### config.mk
export PLATFORM = sky130hd
export DESIGN_NAME = srbm_top
export DESIGN_NICKNAME = d
export VERILOG_FILES = /design/src/rtl/srbm_pkg.sv /design/src/rtl/srbm_sync.sv /design/src/rtl/srbm_top.sv
export VERILOG_INCLUDE_DIRS = /design/src /design/src/rtl
export SDC_FILE = /design/constraint.sdc
export NUM_CORES = 1
export LEC_CHECK = 0
export ABC_AREA = 1
export BUFFER_PORTS_ARGS = -buffer_cell sky130_fd_sc_hd__buf_2
export CAP_MARGIN = 20
export CORE_MARGIN = 3
export CORE_UTILIZATION = 69
export DETAILED_ROUTE_END_ITERATION = 6
export PLACE_DENSITY = 0.85
export SYNTH_ARGS = -nofsm -noshare
export SYNTH_HDL_FRONTEND = slang
export SYNTH_SLANG_ARGS = --single-unit
### constraint.sdc
create_clock -name clk -period 3 [get_ports clk]
set_clock_uncertainty 0.2 [all_clocks]
set_input_delay 0.6 -clock clk [delete_from_list [all_inputs] [get_ports clk]]
set_output_delay 0.6 -clock clk [all_outputs]
set_load 0.02 [all_outputs]
### src/rtl/srbm_consts.svh
// timing constants for the supervisor reset and battery monitor
`ifndef SRBM_CONSTS_SVH
`define SRBM_CONSTS_SVH

`define SRBM_CLK_MHZ            250
// reset input glitch filter, ns
`define SRBM_REJECT_NS          50
`define SRBM_MIN_PULSE_NS       200
// chosen fixed filter threshold, ns, between the two limits above
`define SRBM_FILTER_NS          100
`define SRBM_FILTER_CYC         ((`SRBM_FILTER_NS * `SRBM_CLK_MHZ + 999) / 1000)
// reset release delay, ms
`define SRBM_RELEASE_MIN_MS     40
`define SRBM_RELEASE_MAX_MS     200
`define SRBM_RELEASE_MS         100
`define SRBM_RELEASE_CYC        (64'(`SRBM_RELEASE_MS) * 64'(`SRBM_CLK_MHZ) * 64'd1000)
// battery test interval, hours
`define SRBM_TEST_HOURS         24
`define SRBM_TEST_CYC           (64'(`SRBM_TEST_HOURS) * 64'd3600 * \
                                 64'(`SRBM_CLK_MHZ) * 64'd1000000)
`define SRBM_CNT_W              48
`define SRBM_FILT_W             8

`endif

### src/rtl/srbm_pkg.sv
// types for the supervisor reset and battery monitor
`default_nettype none
package srbm_pkg;
    typedef enum logic [1:0] {
        SRBM_BACKUP,
        SRBM_RECOVER,
        SRBM_RUN
    } srbm_pwr_t;
endpackage : srbm_pkg
`default_nettype wire

### src/rtl/srbm_sync.sv
// two-stage synchroniser for asynchronous level inputs
`default_nettype none
module srbm_sync (
    input  wire logic clk,
    input  wire logic arst_n,
    input  wire logic rst_val,
    input  wire logic d,
    output var  logic q
);
    // ****************************************
    // two stages, idle level until primed
    // ****************************************
    typedef struct packed {
        logic       meta;
        logic       hold;
        logic [1:0] primed;
    } srbm_sync_t;

    srbm_sync_t st_ff;
    srbm_sync_t nxt_st;

    always_comb begin
        nxt_st        = st_ff;
        nxt_st.meta   = d;
        nxt_st.hold   = st_ff.meta;
        nxt_st.primed = {st_ff.primed[0], 1'b1};
    end

    always_ff @(posedge clk or negedge arst_n) begin
        if (!arst_n) begin
            st_ff <= '0;
        end else begin
            st_ff <= nxt_st;
        end
    end

    // reset-time stage contents are not pin data: show rst_val until both stages are filled
    assign q = st_ff.primed[1] ? st_ff.hold : rst_val;
endmodule : srbm_sync
`default_nettype wire

### src/rtl/srbm_top.sv
// supervisor: reset filter and stretch, battery test, power-fail output
`default_nettype none
`include "srbm_consts.svh"

// Contract
// - ignore reset low pulses under 50 ns
// - reset held 40 to 200 ms after release
// - test battery at power-up, then every 24h
// - battery below 2.5V asserts battery-low flag
// - battery-low stays until a later test passes
// - no battery tests while on backup
// - fail output tracks sense when comparator enabled
// - backup disables comparator, fail output low
// - recovery holds fail output high, then tracks
// - supply return holds reset for recovery time
// - external reset equals power-cycle reset; here no battery test or test timer restart follows it
module srbm_top
    import srbm_pkg::*;
#(
    parameter logic [`SRBM_CNT_W-1:0] RELEASE_CYC = `SRBM_CNT_W'(`SRBM_RELEASE_CYC),
    parameter logic [`SRBM_CNT_W-1:0] TEST_CYC    = `SRBM_CNT_W'(`SRBM_TEST_CYC)
) (
    input  wire logic clk,
    input  wire logic arst_n,
    input  wire logic external_reset_request_n,
    input  wire logic supply_sense_input,
    input  wire logic supply_above_deselect,
    input  wire logic battery_ok,
    output var  logic reset_out_n_o,
    output var  logic reset_out_n_oe,
    output var  logic battery_low_flag_n_o,
    output var  logic battery_low_flag_n_oe,
    output var  logic supply_fail_output_n,
    output var  logic battery_test_pulse
);
    localparam logic [`SRBM_FILT_W-1:0] FILTER_CYC = `SRBM_FILT_W'(`SRBM_FILTER_CYC);
    localparam logic [`SRBM_CNT_W-1:0]  CNT_ONE    = `SRBM_CNT_W'(1);

    // ****************************************
    // counter helpers
    // ****************************************
    function automatic logic [`SRBM_CNT_W-1:0] cnt_step(
        input logic [`SRBM_CNT_W-1:0] cnt
    );
        return cnt + CNT_ONE;
    endfunction : cnt_step

    function automatic logic cnt_last(
        input logic [`SRBM_CNT_W-1:0] cnt,
        input logic [`SRBM_CNT_W-1:0] lim
    );
        return cnt >= lim - CNT_ONE;
    endfunction : cnt_last

    // ****************************************
    // state record
    // ****************************************
    typedef struct packed {
        srbm_pwr_t                 pwr;
        logic [`SRBM_FILT_W-1:0]   filt_cnt;
        logic                      req_seen;
        logic [`SRBM_CNT_W-1:0]    hold_cnt;
        logic [`SRBM_CNT_W-1:0]    test_cnt;
        logic                      test_due;
        logic                      bat_low;
        logic                      rst_low;
        logic                      fail_n;
        logic                      test_pulse;
    } srbm_state_t;

    srbm_state_t st_ff;
    srbm_state_t nxt_st;

    // ****************************************
    // pin synchronisers
    // ****************************************
    logic rstreq_s;
    logic sense_s;
    logic supply_s;
    logic bat_s;

    // supply reads absent until real samples arrive, so no test uses reset values
    srbm_sync u_sync_rst (
        .clk    (clk),
        .arst_n (arst_n),
        .rst_val(1'b1),
        .d      (external_reset_request_n),
        .q      (rstreq_s)
    );
    srbm_sync u_sync_sense (
        .clk    (clk),
        .arst_n (arst_n),
        .rst_val(1'b1),
        .d      (supply_sense_input),
        .q      (sense_s)
    );
    srbm_sync u_sync_sup (
        .clk    (clk),
        .arst_n (arst_n),
        .rst_val(1'b0),
        .d      (supply_above_deselect),
        .q      (supply_s)
    );
    srbm_sync u_sync_bat (
        .clk    (clk),
        .arst_n (arst_n),
        .rst_val(1'b1),
        .d      (battery_ok),
        .q      (bat_s)
    );

    always_comb begin
        nxt_st            = st_ff;
        nxt_st.test_pulse = 1'b0;
        // ****************************************
        // reset request glitch filter
        // ****************************************
        if (rstreq_s) begin
            nxt_st.filt_cnt = '0;
        end else if (st_ff.filt_cnt != FILTER_CYC) begin
            nxt_st.filt_cnt = st_ff.filt_cnt + 1'b1;
        end
        if (st_ff.filt_cnt == FILTER_CYC) begin
            nxt_st.req_seen = 1'b1;
        end
        // ****************************************
        // power state
        // ****************************************
        case (st_ff.pwr)
            SRBM_BACKUP: begin
                nxt_st.fail_n  = 1'b0;
                nxt_st.rst_low = 1'b1;
                if (supply_s) begin
                    nxt_st.pwr      = SRBM_RECOVER;
                    nxt_st.hold_cnt = '0;
                    nxt_st.test_cnt = '0;
                    nxt_st.test_due = 1'b1;
                    nxt_st.fail_n   = 1'b1;
                end
            end
            SRBM_RECOVER: begin
                nxt_st.fail_n  = 1'b1;
                nxt_st.rst_low = 1'b1;
                if (cnt_last(st_ff.hold_cnt, RELEASE_CYC)) begin
                    nxt_st.pwr     = SRBM_RUN;
                    nxt_st.rst_low = 1'b0;
                end else begin
                    nxt_st.hold_cnt = cnt_step(st_ff.hold_cnt);
                end
            end
            SRBM_RUN: begin
                nxt_st.fail_n = sense_s;
                if (st_ff.req_seen) begin
                    // external reset: same hold as power-up, timed from release
                    nxt_st.rst_low  = 1'b1;
                    nxt_st.hold_cnt = '0;
                    if (rstreq_s) begin
                        nxt_st.req_seen = 1'b0;
                        nxt_st.pwr      = SRBM_RECOVER;
                        nxt_st.fail_n   = 1'b1;
                    end
                end
            end
            default: begin
                nxt_st.pwr = SRBM_BACKUP;
            end
        endcase
        if (st_ff.pwr != SRBM_RUN && st_ff.req_seen && rstreq_s) begin
            nxt_st.req_seen = 1'b0;
            nxt_st.hold_cnt = '0;
        end
        // ****************************************
        // battery test scheduling
        // ****************************************
        if (st_ff.pwr != SRBM_BACKUP) begin
            if (cnt_last(st_ff.test_cnt, TEST_CYC)) begin
                nxt_st.test_cnt = '0;
                nxt_st.test_due = 1'b1;
            end else begin
                nxt_st.test_cnt = cnt_step(st_ff.test_cnt);
            end
            if (st_ff.test_due) begin
                nxt_st.test_due   = 1'b0;
                nxt_st.test_pulse = 1'b1;
                nxt_st.bat_low    = !bat_s;
            end
        end
        if (!supply_s) begin
            nxt_st.pwr      = SRBM_BACKUP;
            nxt_st.fail_n   = 1'b0;
            nxt_st.rst_low  = 1'b1;
            nxt_st.test_due = 1'b0;
            nxt_st.test_pulse = 1'b0;
            nxt_st.bat_low  = st_ff.bat_low;
        end
    end

    // ****************************************
    // state register
    // ****************************************
    always_ff @(posedge clk or negedge arst_n) begin
        if (!arst_n) begin
            st_ff <= '{pwr: SRBM_BACKUP, filt_cnt: '0, req_seen: 1'b0,
                       hold_cnt: '0, test_cnt: '0, test_due: 1'b0,
                       bat_low: 1'b0, rst_low: 1'b1, fail_n: 1'b0,
                       test_pulse: 1'b0};
        end else begin
            st_ff <= nxt_st;
        end
    end

    // ****************************************
    // outputs
    // ****************************************
    always_comb begin
        reset_out_n_o         = 1'b0;
        reset_out_n_oe        = st_ff.rst_low;
        battery_low_flag_n_o  = 1'b0;
        battery_low_flag_n_oe = st_ff.bat_low;
        supply_fail_output_n  = st_ff.fail_n;
        battery_test_pulse    = st_ff.test_pulse;
    end
endmodule : srbm_top
`default_nettype wire

==> results.ini, run 1 <==
[die]
coreArea_mm2=0.0100
die_w_um=109
die_area_mm2=0.0118
initial_core_util=0.726
design.portCount=12
core.rowCount=36
die_height_um=109

[synthesis]
syn_area_per_cell_um2=6.72
syn_area_mm2=0.00729
yosys-top-cells-area=dfrtp_1, nand2_1, nor2_1, inv_1, nand3_1
synth_top_area_share=0.415
synth_area_leader_cell=dfrtp_1
yosys_warnings=0
ys_seq_area_frac=0.419
ys_types=36
synth_cells=1085
yosys_register_bits=122

[clocking]
insertion_delay_ps=540
cts_buffers=17
htree_levels=4
clkSinkCount=122
clockBufferDepth=2
hold_buffers=5
cts_tree=done
cts_root_buffer=clkbuf_8
cts-resized-gates=0
post_cts_buffers=0
path_clk_slew_ps=60

[critical_path]
endpoint_kind=flip-flop
r2r_end=st_ff[15]$_DFFE_PN0P_
cp.required_ps=3230
r2r_slack_ps=660
cp_max_fo=13
critPathKind=flip-flop to flip-flop
cp.arrival_ps=2570
r2r_cells=11
cp-start-kind=flip-flop
reg2reg_from=st_ff[5]$_DFFE_PN0P_

[global_route]
grt_pass1_wl_mm=32.6
grt_max_degree=63
gr-total-overflow=0
grt_antenna_before_repair=0
grt_use_total=0.352
grt_pass1_vias=6944

[routing]
drc=0
drtAntennaViolNets=0
wire_per_inst_um=15.4
drt_wl_total_mm=19.1
dr.first_iter.drc_count=786
num_vias=7173
drt_pass1_iterations=5
viasPerCell=5.76

[placed_design]
dp_hpwl_mm=12.6
io_buffers=9
gp_congestion=1.06

[layout]
area.growth.synth_to_final_pct=11.3
multi_input_area_mm2=0.00373
seq_area_mm2=0.00305
n_antenna_cell=0
drive_gt1_frac=0.0612
fillers=719
num-nets-final=1113

[pwr]
peakVddDrop_uv=488
powerDensity_mw_per_mm2=497
finalPower_mw=4.04
power_leakage_nw=3.67

[hold_path]
hold_depth=0
hold_class=flip-flop to flip-flop
hp-start=u_sync_sense.nxt_st[2]$_DFF_PN0_
holdPathEnd=u_sync_sense.st_ff[2]$_DFF_PN0_

[sta]
slew_viol_final=0
rsz0062_at_grt=false
hold_viol=0
min_period_over_period=0.780
worstMarginPinSlew_ps=563
slew_headroom=0.625
fmax_mhz=427
tns_ps=0
post-route-min-period_ps=2340
setup_violations=0

[outcome]
status=complete, no violations

[job]
drv_cap=0

synth_stat cells, drive strengths merged:
cell type  instances
a22oi              1
nor4               1
nand4             24
a21oi              8
o21a               2
inv               96
nand3b             2
nand3             64
clkbuf            11
dfrtp            121
o21bai             9
xor2              25
ha                 8
nor3              28
conb               2
dfstp              1
a21boi             1
nand2            404
o22ai              5
xnor2              6
o21ai             39
nor2             206
a31oi              1
o211ai             1
buf               19
state kept, by name, summed over array words and instances, names as in the netlist:
signal and count:
u_sync_rst.st_ff 1, u_sync_sense.st_ff 1, u_sync_sense.nxt_st 1, battery_test_pulse 1, u_sync_sup.st_ff 1, u_sync_rst.nxt_st 1
u_sync_bat.st_ff 2, supply_fail_output_n 1, u_sync_sup.nxt_st 1, st_ff 108, battery_low_flag_n_oe 1, reset_out_n_oe 1
u_sync_bat.nxt_st 2
final cells by class:
type	instances	share of cell area
Sequential cell	122	0.376
Inverter	96	0.0444
Clock buffer	19	0.0532
Clock inverter	13	0.0205
Timing Repair Buffer	24	0.0259
Multi-Input combinational cell	838	0.459
Tap cell	133	0.0205
report_power, final:
group | internal [mW] | total (mW) | switching, mW
Sequential | 1.67 | 1.70 | 0.0240
Combinational | 0.0592 | 0.239 | 0.180
Clock | 1.29 | 2.10 | 0.808
Total | 3.03 | 4.04 | 1.01
per-layer routing:
| layer | routed length (um) | track usage | up-vias | part of all wire |
|---|---|---|---|---|
| met1 | 7970 | 0.457 | 3316 | 0.42 |
| met5 | 0 | 0 | - | 0 |
| li1 | - | - | 3432 | - |
| met2 | 8840 | 0.561 | 351 | 0.46 |
| met4 | 706 | 0.149 | 0 | 0.037 |
| met3 | 1600 | 0.0900 | 74 | 0.084 |
cells in the final DEF, fill, tap and decap left out, types with 3 or more instances in the layout:
cell type,instances
o21ai_1,22
inv_6,3
inv_2,5
o21bai_1,9
ha_1,8
inv_1,91
dfrtp_1,121
nand2_1,399
nor3_1,28
xor2_1,25
clkbuf_16,16
buf_12,3
bufinv_16,3
nor2_1,203
dlygate4sd3_1,5
nand3_1,62
o21ai_0,16
buf_2,8
clkinvlp_4,3
nand2_2,5
a21oi_1,7
conb_1,3
nand4_1,24
xnor2_1,6
o22ai_1,5
buf_4,8
how the worst max path moves through the flow:
stage | start | end | cells past startpoint
2_1_floorplan | st_ff[110]$_DFFE_PN0P_ | st_ff[54]$_DFFE_PN0P_ | 11
3_3_place_gp | st_ff[5]$_DFFE_PN0P_ | st_ff[49]$_DFFE_PN0P_ | 11
3_5_place_dp | st_ff[5]$_DFFE_PN0P_ | st_ff[15]$_DFFE_PN0P_ | 11
4_1_cts | st_ff[5]$_DFFE_PN0P_ | st_ff[29]$_DFFE_PN0P_ | 11
5_1_grt | st_ff[5]$_DFFE_PN0P_ | st_ff[35]$_DFFE_PN0P_ | 11
6_report | st_ff[5]$_DFFE_PN0P_ | st_ff[15]$_DFFE_PN0P_ | 11
critical path: stages (launching register included):
cell	delay [ps]
dfrtp_1	430
ha_1	270
inv_2	80
nor2_4	180
nand2_2	100
o21ai_1	160
nand2_1	80
nand3_2	250
buf_4	270
nor2_1	60
nand2_1	70
nand2_1	60
per-stage QoR:
stage | hold slack [ps] | utilization | worst slack, ps | std cells | area (um^2)
detailed placement | 136 | 0.744 | 698 | 1208 | 7470
finish | 150 | 0.808 | 659 | 1245 | 8120
floorplan | 104 | - | 1020 | 1086 | 7300
global placement | 132 | 0.744 | 763 | 1208 | 7470
global route | 166 | 0.808 | 483 | 1245 | 8120
CTS | 150 | 0.808 | 683 | 1245 | 8120
cells by family after synthesis:
family / count (synthesis) / share of synthesized area
DFF: 122 / 0.419
AOI/OAI and AO/OA: 67 / 0.0528
xor gates and xnor gates: 31 / 0.0372
and+or+nand+nor: 729 / 0.406
adders and majority gates: 8 / 0.0137
buffers and inverters: 126 / 0.0702
other: 2 / 0.00103
No activity file was read; power rests on OpenSTA's default activity.
==> run 2, diff against run 1 <==
--- a/config.mk
+++ b/config.mk
@@ -10,9 +10,9 @@
 export BUFFER_PORTS_ARGS = -buffer_cell sky130_fd_sc_hd__buf_2
 export CAP_MARGIN = 20
 export CORE_MARGIN = 3
-export CORE_UTILIZATION = 69
+export CORE_UTILIZATION = 64
 export DETAILED_ROUTE_END_ITERATION = 6
-export PLACE_DENSITY = 0.85
+export PLACE_DENSITY = 0.8
 export SYNTH_ARGS = -nofsm -noshare
 export SYNTH_HDL_FRONTEND = slang
 export SYNTH_SLANG_ARGS = --single-unit
==> constraint.sdc (replaced) <==
create_clock -name clk -period 2.5 [get_ports clk]
set_clock_uncertainty 0.2 [all_clocks]
set_input_delay 0.5 -clock clk [delete_from_list [all_inputs] [get_ports clk]]
set_output_delay 0.5 -clock clk [all_outputs]
set_load 0.02 [all_outputs]
==> results.ini, run 2 (synthesized netlist as in run 1, its figures left out) <==
[outcome]
status=complete, no violations  ; unchanged

[sta]
setup_slack_ps=192  ; was 659 ps
hold_slack_ps=148  ; was 150 ps
post-route-min-period_ps=2310  ; was 2340 ps
rsz0062_at_grt=false  ; unchanged
hold_viol=0  ; unchanged
fmax_mhz=433  ; was 427 MHz
slew_viol_final=0  ; unchanged
setup_violations=0  ; unchanged
tns_ps=0  ; unchanged
min_period_over_period=0.923  ; was 0.780

[placed_design]
dp_hpwl_mm=12.6  ; about the same
io_buffers=9  ; unchanged
gp_congestion=0.984  ; was 1.06
post-place-ws_ps=215  ; was 698 ps

[pwr]
power_leakage_nw=3.69  ; was 3.67 nW
powerDensity_mw_per_mm2=608  ; was 497 mW/mm^2
finalPower_mw=4.96  ; was 4.04 mW
peakVddDrop_uv=753  ; was 488 uV

[routing]
wl_met3_mm=1.25  ; was 1.60 mm
viasPerCell=5.43  ; was 5.76
num_vias=6803  ; was 7,173
dr.max_layer_used=met4  ; unchanged
drt_pass1_iterations=5  ; unchanged
route.met2.wl_mm=8.29  ; was 8.84 mm
drc=0  ; unchanged
wire_per_inst_um=14.3  ; was 15.4 um
wirelength_met1_mm=7.93  ; was 7.97 mm
drtAntennaViolNets=0  ; unchanged
dr.first_iter.drc_count=583  ; was 786
drt_wl_total_mm=18.0  ; was 19.1 mm

[clocking]
cts_tree=done  ; unchanged
clkSinkCount=122  ; unchanged
cts_buffers=17  ; unchanged
clockBufferDepth=2  ; unchanged
path_clk_slew_ps=60  ; about the same
cts-resized-gates=0  ; unchanged
cts_root_buffer=clkbuf_16  ; was clkbuf_8
htree_levels=4  ; unchanged
insertion_delay_ps=420  ; was 540 ps

[critical_path]
cp-start-kind=flip-flop  ; unchanged
cp.required_ps=2600  ; was 3230 ps
reg2reg_from=st_ff[5]$_DFFE_PN0P_  ; unchanged
crit_top_cell=nand2_1  ; unchanged
cp_max_fo=18  ; was 13
critPathKind=flip-flop to flip-flop  ; unchanged
cp.arrival_ps=2410  ; was 2570 ps
crit_slowest_cell=dfrtp_1  ; unchanged
cpPeakStageDelay_ps=410  ; was 430 ps
r2r_slack_ps=190  ; was 660 ps
endpoint_kind=flip-flop  ; unchanged
r2r_end=st_ff[46]$_DFFE_PN0P_  ; was st_ff[15]$_DFFE_PN0P_
crit_path_start=st_ff[5]$_DFFE_PN0P_  ; unchanged
path_cells=ha_1 > inv_2 > nor2_4 > nand2_2 > o21ai_1 > nand2_1 > nand3_2 > buf_4 > nor2_1 > nand2_1 > nand2_1  ; unchanged
r2r_cells=11  ; unchanged

[die]
design.portCount=12  ; unchanged
die_w_um=113  ; was 109 um
core.rowCount=38  ; was 36
die_height_um=113  ; was 109 um
initial_core_util=0.664  ; was 0.726
coreArea_mm2=0.0110  ; was 0.0100 mm^2
die_area_mm2=0.0127  ; was 0.0118 mm^2

[hold_path]
holdPathEnd=u_sync_sense.st_ff[2]$_DFF_PN0_  ; unchanged
hold_class=flip-flop to flip-flop  ; unchanged
hold_depth=0  ; unchanged
hp-start=u_sync_sense.nxt_st[2]$_DFF_PN0_  ; unchanged

[global_route]
gr-total-overflow=0  ; unchanged
grt_use_total=0.300  ; was 0.352
grt_antenna_before_repair=0  ; unchanged
grt_max_degree=63  ; unchanged
grt_pass1_wl_mm=31.0  ; was 32.6 mm
grt_pass1_vias=6594  ; was 6,944

[layout]
area.growth.synth_to_final_pct=12.0  ; was 11.3%
num-nets-final=1115  ; was 1,113
largest_register_ffs=108  ; unchanged
n_antenna_cell=0  ; unchanged
utilization=0.744  ; was 0.808
layout_commonest_cell=nand2_1  ; unchanged
fillers=893  ; was 719
final_cell_mix=nand2_1, nor2_1, dfrtp_1  ; unchanged
largest_register=st_ff  ; unchanged
drive_gt1_frac=0.0619  ; was 0.0612

[job]
drv_cap=0  ; unchanged

## run 2: critical path, delay by kind of cell, from the launching register on
family	cells	cell delay (ps)
AND/OR/NAND/NOR	7	770
buffers and inverters	2	360
flip-flops	1	410
adder cells (fa/ha/maj)	1	270
AO/OA/AOI/OAI	1	180
## run 2: what timing repair did
item,4_1_cts,5_1_grt
hold endpoints to repair,35,0
hold buffers,5,0
setup buffers,0,0
## run 2: where the power goes
group	internal [mW]	leakage, nW	total [mW]	switching [mW]
registers	2.01	1.67	2.03	0.0248
clock network	1.71	0.302	2.65	0.942
logic	0.0697	1.71	0.281	0.211
total	3.78	3.69	4.96	1.18
## run 2: cell type report
class / count / area [um^2] / share of cell area
clock inverter: 12 / 188 / 0.0230
tap: 140 / 175 / 0.0214
timing repair buffer: 26 / 213 / 0.0260
sequential: 122 / 3050 / 0.374
clock buffer: 20 / 447 / 0.0547
multi-input combinational: 838 / 3730 / 0.457
inverter: 96 / 360 / 0.0441
## run 2: through the flow
stage	cell area, um^2	std cells
after floorplan	7300	1086
after global placement	7480	1217
after CTS	8170	1254
final	8170	1254
after global routing	8170	1254
after detailed placement	7480	1217
## run 2: how the worst max path moves through the flow
| stage | end | slack [ps] |
|---|---|---|
| 6_report | st_ff[46]$_DFFE_PN0P_ | 190 |
| 4_1_cts | st_ff[46]$_DFFE_PN0P_ | 190 |
| 2_1_floorplan | st_ff[54]$_DFFE_PN0P_ | 520 |
| 3_5_place_dp | st_ff[42]$_DFFE_PN0P_ | 210 |
| 5_1_grt | st_ff[46]$_DFFE_PN0P_ | 40 |
| 3_3_place_gp | st_ff[47]$_DFFE_PN0P_ | 260 |
## run 2: layer usage
layer / track usage / vias to the layer above
met2: 0.480 / 260
li1: - / 3418
met5: 0 / -
met1: 0.399 / 3077
met3: 0.0770 / 48
met4: 0.106 / 0
==> run 3, diff against run 2 <==
--- a/config.mk
+++ b/config.mk
@@ -8,11 +8,11 @@
 export LEC_CHECK = 0
 export ABC_AREA = 1
 export BUFFER_PORTS_ARGS = -buffer_cell sky130_fd_sc_hd__buf_2
-export CAP_MARGIN = 20
 export CORE_MARGIN = 3
 export CORE_UTILIZATION = 64
 export DETAILED_ROUTE_END_ITERATION = 6
 export PLACE_DENSITY = 0.8
 export SYNTH_ARGS = -nofsm -noshare
 export SYNTH_HDL_FRONTEND = slang
+export SYNTH_HIERARCHICAL = 1
 export SYNTH_SLANG_ARGS = --single-unit
==> results.ini, run 3 <==
[outcome]
status=complete, no violations  ; unchanged

[critical_path]
cp.required_ps=2650  ; was 2600 ps
cp-start-kind=flip-flop  ; unchanged
reg2reg_from=st_ff[53]$_DFFE_PN0P_  ; was st_ff[5]$_DFFE_PN0P_
cp_top_family=simple AND/OR/NAND/NOR gates  ; unchanged
crit_slowest_cell=dfrtp_1  ; unchanged
cp.arrival_ps=2400  ; was 2410 ps
r2r_slack_ps=260  ; was 190 ps
cpPeakStageDelay_ps=420  ; was 410 ps
path_buf_inv=1  ; was 2
r2r_end=st_ff[75]$_DFFE_PN0P_  ; was st_ff[46]$_DFFE_PN0P_
cp_max_fo=14  ; was 18
r2r_cells=13  ; was 11
endpoint_kind=flip-flop  ; unchanged
critPathKind=flip-flop to flip-flop  ; unchanged
path_cells=ha_1 > nand2_2 > nor2_4 > nand2_2 > nand3_1 > nand2_1 > nand2_1 > nand2_2 > nand3_4 > nand2_2 > buf_4 > nand2_1 > nand2_1  ; was ha_1 > inv_2 > nor2_4 > nand2_2 > o21ai_1 > nand2_1 > nand3_2 > buf_4 > nor2_1 > nand2_1 > nand2_1

[placed_design]
gp_congestion=0.951  ; was 0.984
post-place-ws_ps=270  ; was 215 ps
io_buffers=9  ; unchanged
dpl.cell_count=1229  ; was 1,217
place_area_mm2=0.00783  ; was 0.00748 mm^2
dp_hpwl_mm=11.9  ; was 12.6 mm

[global_route]
grt_pass1_vias=6137  ; was 6,594
grt_antenna_before_repair=0  ; unchanged
grt_pass1_wl_mm=28.6  ; was 31.0 mm
grt_use_total=0.272  ; was 0.300
gr-total-overflow=0  ; unchanged
grt_max_degree=49  ; was 63

[die]
die_w_um=115  ; was 113 um
initial_core_util=0.659  ; was 0.664
design.portCount=12  ; unchanged
coreArea_mm2=0.0115  ; was 0.0110 mm^2
die_area_mm2=0.0132  ; was 0.0127 mm^2
core.rowCount=39  ; was 38
die_height_um=115  ; was 113 um

[synthesis]
yosys-top-cells-area=dfrtp_1, nand2_1, nor2_1, nand3_1, inv_1  ; was dfrtp_1, nand2_1, nor2_1, inv_1, nand3_1
synth_area_leader_cell=dfrtp_1  ; unchanged
ys_async_sr_fraction=1.00  ; unchanged
ys_seq_area_frac=0.422  ; was 0.419
yosys_register_bits=128  ; was 122
synth_edf_count=0  ; unchanged
ys_types=35  ; was 36
yosysMostFrequentCell=nand2_1  ; unchanged
syn_area_mm2=0.00758  ; was 0.00729 mm^2
synth_top_area_share=0.419  ; was 0.415
syn_area_per_cell_um2=7.00  ; was 6.72 um^2
synthFlopType=dfrtp_1  ; unchanged
synthTopCellsByCount=nand2_1, nor2_1, dfrtp_1  ; unchanged
yosys_warnings=6  ; was 0
synth_cells=1084  ; was 1,085

[clocking]
insertion_delay_ps=420  ; about the same
htree_levels=4  ; unchanged
cts_root_buffer=clkbuf_16  ; unchanged
clockBufferDepth=2  ; unchanged
cts_buffers=17  ; unchanged
cts-resized-gates=0  ; unchanged
path_clk_slew_ps=50  ; was 60 ps
cts_tree=done  ; unchanged
post_cts_buffers=0  ; unchanged
clkSinkCount=128  ; was 122

[layout]
num-nets-final=1124  ; was 1,115
final_cell_mix=nand2_1, nor2_1, dfrtp_1  ; unchanged
multi_input_area_mm2=0.00384  ; was 0.00373 mm^2
fillers=949  ; was 893
area.growth.synth_to_final_pct=11.7  ; was 12.0%
seq_area_mm2=0.00320  ; was 0.00305 mm^2
stdcell_area_mm2=0.00847  ; was 0.00817 mm^2
n_antenna_cell=0  ; unchanged
drive_gt1_frac=0.0775  ; was 0.0619
instances_no_fill=1266  ; was 1,254
layout_commonest_cell=nand2_1  ; unchanged
largest_register=st_ff  ; unchanged
largest_register_ffs=108  ; unchanged
utilization=0.735  ; was 0.744

[routing]
num_vias=6729  ; was 6,803
viasPerCell=5.32  ; was 5.43
wire_per_inst_um=13.4  ; was 14.3 um
drt_pass1_iterations=5  ; unchanged
dr.first_iter.drc_count=745  ; was 583
drt_wl_total_mm=17.0  ; was 18.0 mm
drc=0  ; unchanged
drtAntennaViolNets=0  ; unchanged

[pwr]
powerDensity_mw_per_mm2=755  ; was 608 mW/mm^2
power.clock.fraction=0.387  ; was 0.534
peakVddDrop_uv=589  ; was 753 uV
seqPwrFrac=0.352  ; was 0.409
p_int_mw=4.24  ; was 3.78 mW
p_sw_mw=2.16  ; was 1.18 mW
combPwrFrac=0.261  ; was 0.057
switching_share=0.338  ; was 0.237
power_leakage_nw=4.02  ; was 3.69 nW

[hold_path]
hold_class=flip-flop to flip-flop  ; unchanged
hold_depth=0  ; unchanged
hp-start=u_sync_bat/nxt_st[1]$_DFF_PN0_  ; was u_sync_sense.nxt_st[2]$_DFF_PN0_
holdPathEnd=u_sync_bat/st_ff[1]$_DFF_PN0_  ; was u_sync_sense.st_ff[2]$_DFF_PN0_

[sta]
hold_viol=0  ; unchanged
slew_headroom=0.639
min_period_over_period=0.897  ; was 0.923
fmax_mhz=446  ; was 433 MHz
rsz0062_at_grt=false  ; unchanged
slew_viol_final=0  ; unchanged
tns_ps=0  ; unchanged
post-route-min-period_ps=2240  ; was 2310 ps
setup_slack_ps=257  ; was 192 ps
worstMarginPinSlew_ps=539
setup_violations=0  ; unchanged

[job]
drv_cap=0  ; unchanged

-- run 3: cell count changes after synthesis, moves of 6 or more --
cell	change
xor2_1	+10
o21ai_0	-8
nor2_4	+20
nand3_1	+18
o21bai_1	-9
nor3_1	-18
o21ai_1	-18
inv_1	+8
a21oi_1	+6
dfrtp_1	+6
-- run 3: area by class of cell --
class	instances	share of cell area
Clock buffer	26	0.0566
Clock inverter	6	0.0129
Inverter	105	0.0465
Multi-Input combinational cell	829	0.453
Sequential cell	128	0.378
Tap cell	143	0.0211
Timing Repair Buffer	29	0.0312
-- run 3: cell families after synthesis --
logic type               share of synthesized area
XOR/XNOR                                    0.0497
buffers and inverters                       0.0732
AND/OR/NAND/NOR                              0.414
other                                      0.00297
adder cells (fa/ha/maj)                     0.0132
AO/OA/AOI/OAI                               0.0249
flip-flops                                   0.422
-- run 3: stage by stage --
| stage | power (mW) | hold WS [ps] |
|---|---|---|
| 6_report | 6.40 | 145 |
| 5_1_grt | 6.70 | 144 |
| 4_1_cts | 6.44 | 146 |
| 3_5_place_dp | 3.94 | 135 |
| 3_3_place_gp | 3.92 | 132 |
| 2_1_floorplan | 3.58 | 4.41 |
-- run 3: worst register-to-register path: cells and delay by family (launching register included) --
family / cells / cell delay (ps)
flip-flops: 1 / 420
adder cells (fa/ha/maj): 1 / 240
AND/OR/NAND/NOR: 11 / 1080
buffers and inverters: 1 / 240
-- run 3: routing by layer --
layer  GRT usage  up-vias  wire length, um
li1            -     3379                -
met1       0.396     3079             7890
met2       0.410      238             7560
met3      0.0526       33             1210
met4      0.0915        0              309
met5           0        -                0
-- run 3: worst max path at each step --
stage	startpoint	endpoint	cells past startpoint
floorplan	st_ff[110]$_DFFE_PN0P_	st_ff[58]$_DFFE_PN0P_	8
global placement	st_ff[53]$_DFFE_PN0P_	st_ff[94]$_DFFE_PN0P_	12
detailed placement	st_ff[53]$_DFFE_PN0P_	st_ff[93]$_DFFE_PN0P_	12
CTS	st_ff[53]$_DFFE_PN0P_	st_ff[75]$_DFFE_PN0P_	13
global route	st_ff[53]$_DFFE_PN0P_	st_ff[63]$_DFFE_PN0P_	13
finish	st_ff[53]$_DFFE_PN0P_	st_ff[75]$_DFFE_PN0P_	13
-- run 3: timing repair --
item | 4_1_cts | 5_1_grt
hold buffers | 5 | 0
hold endpoints to repair | 49 | 0
endpoints found under the setup margin | 0 | 0
-- run 3: power by group through the flow --
stage	clock [mW]	sequential [mW]	combinational, mW
floorplan	0	2.30	1.28
global placement	0	2.28	1.64
detailed placement	0	2.29	1.66
CTS	2.52	2.25	1.67
global route	2.61	2.27	1.83
finish	2.48	2.25	1.67
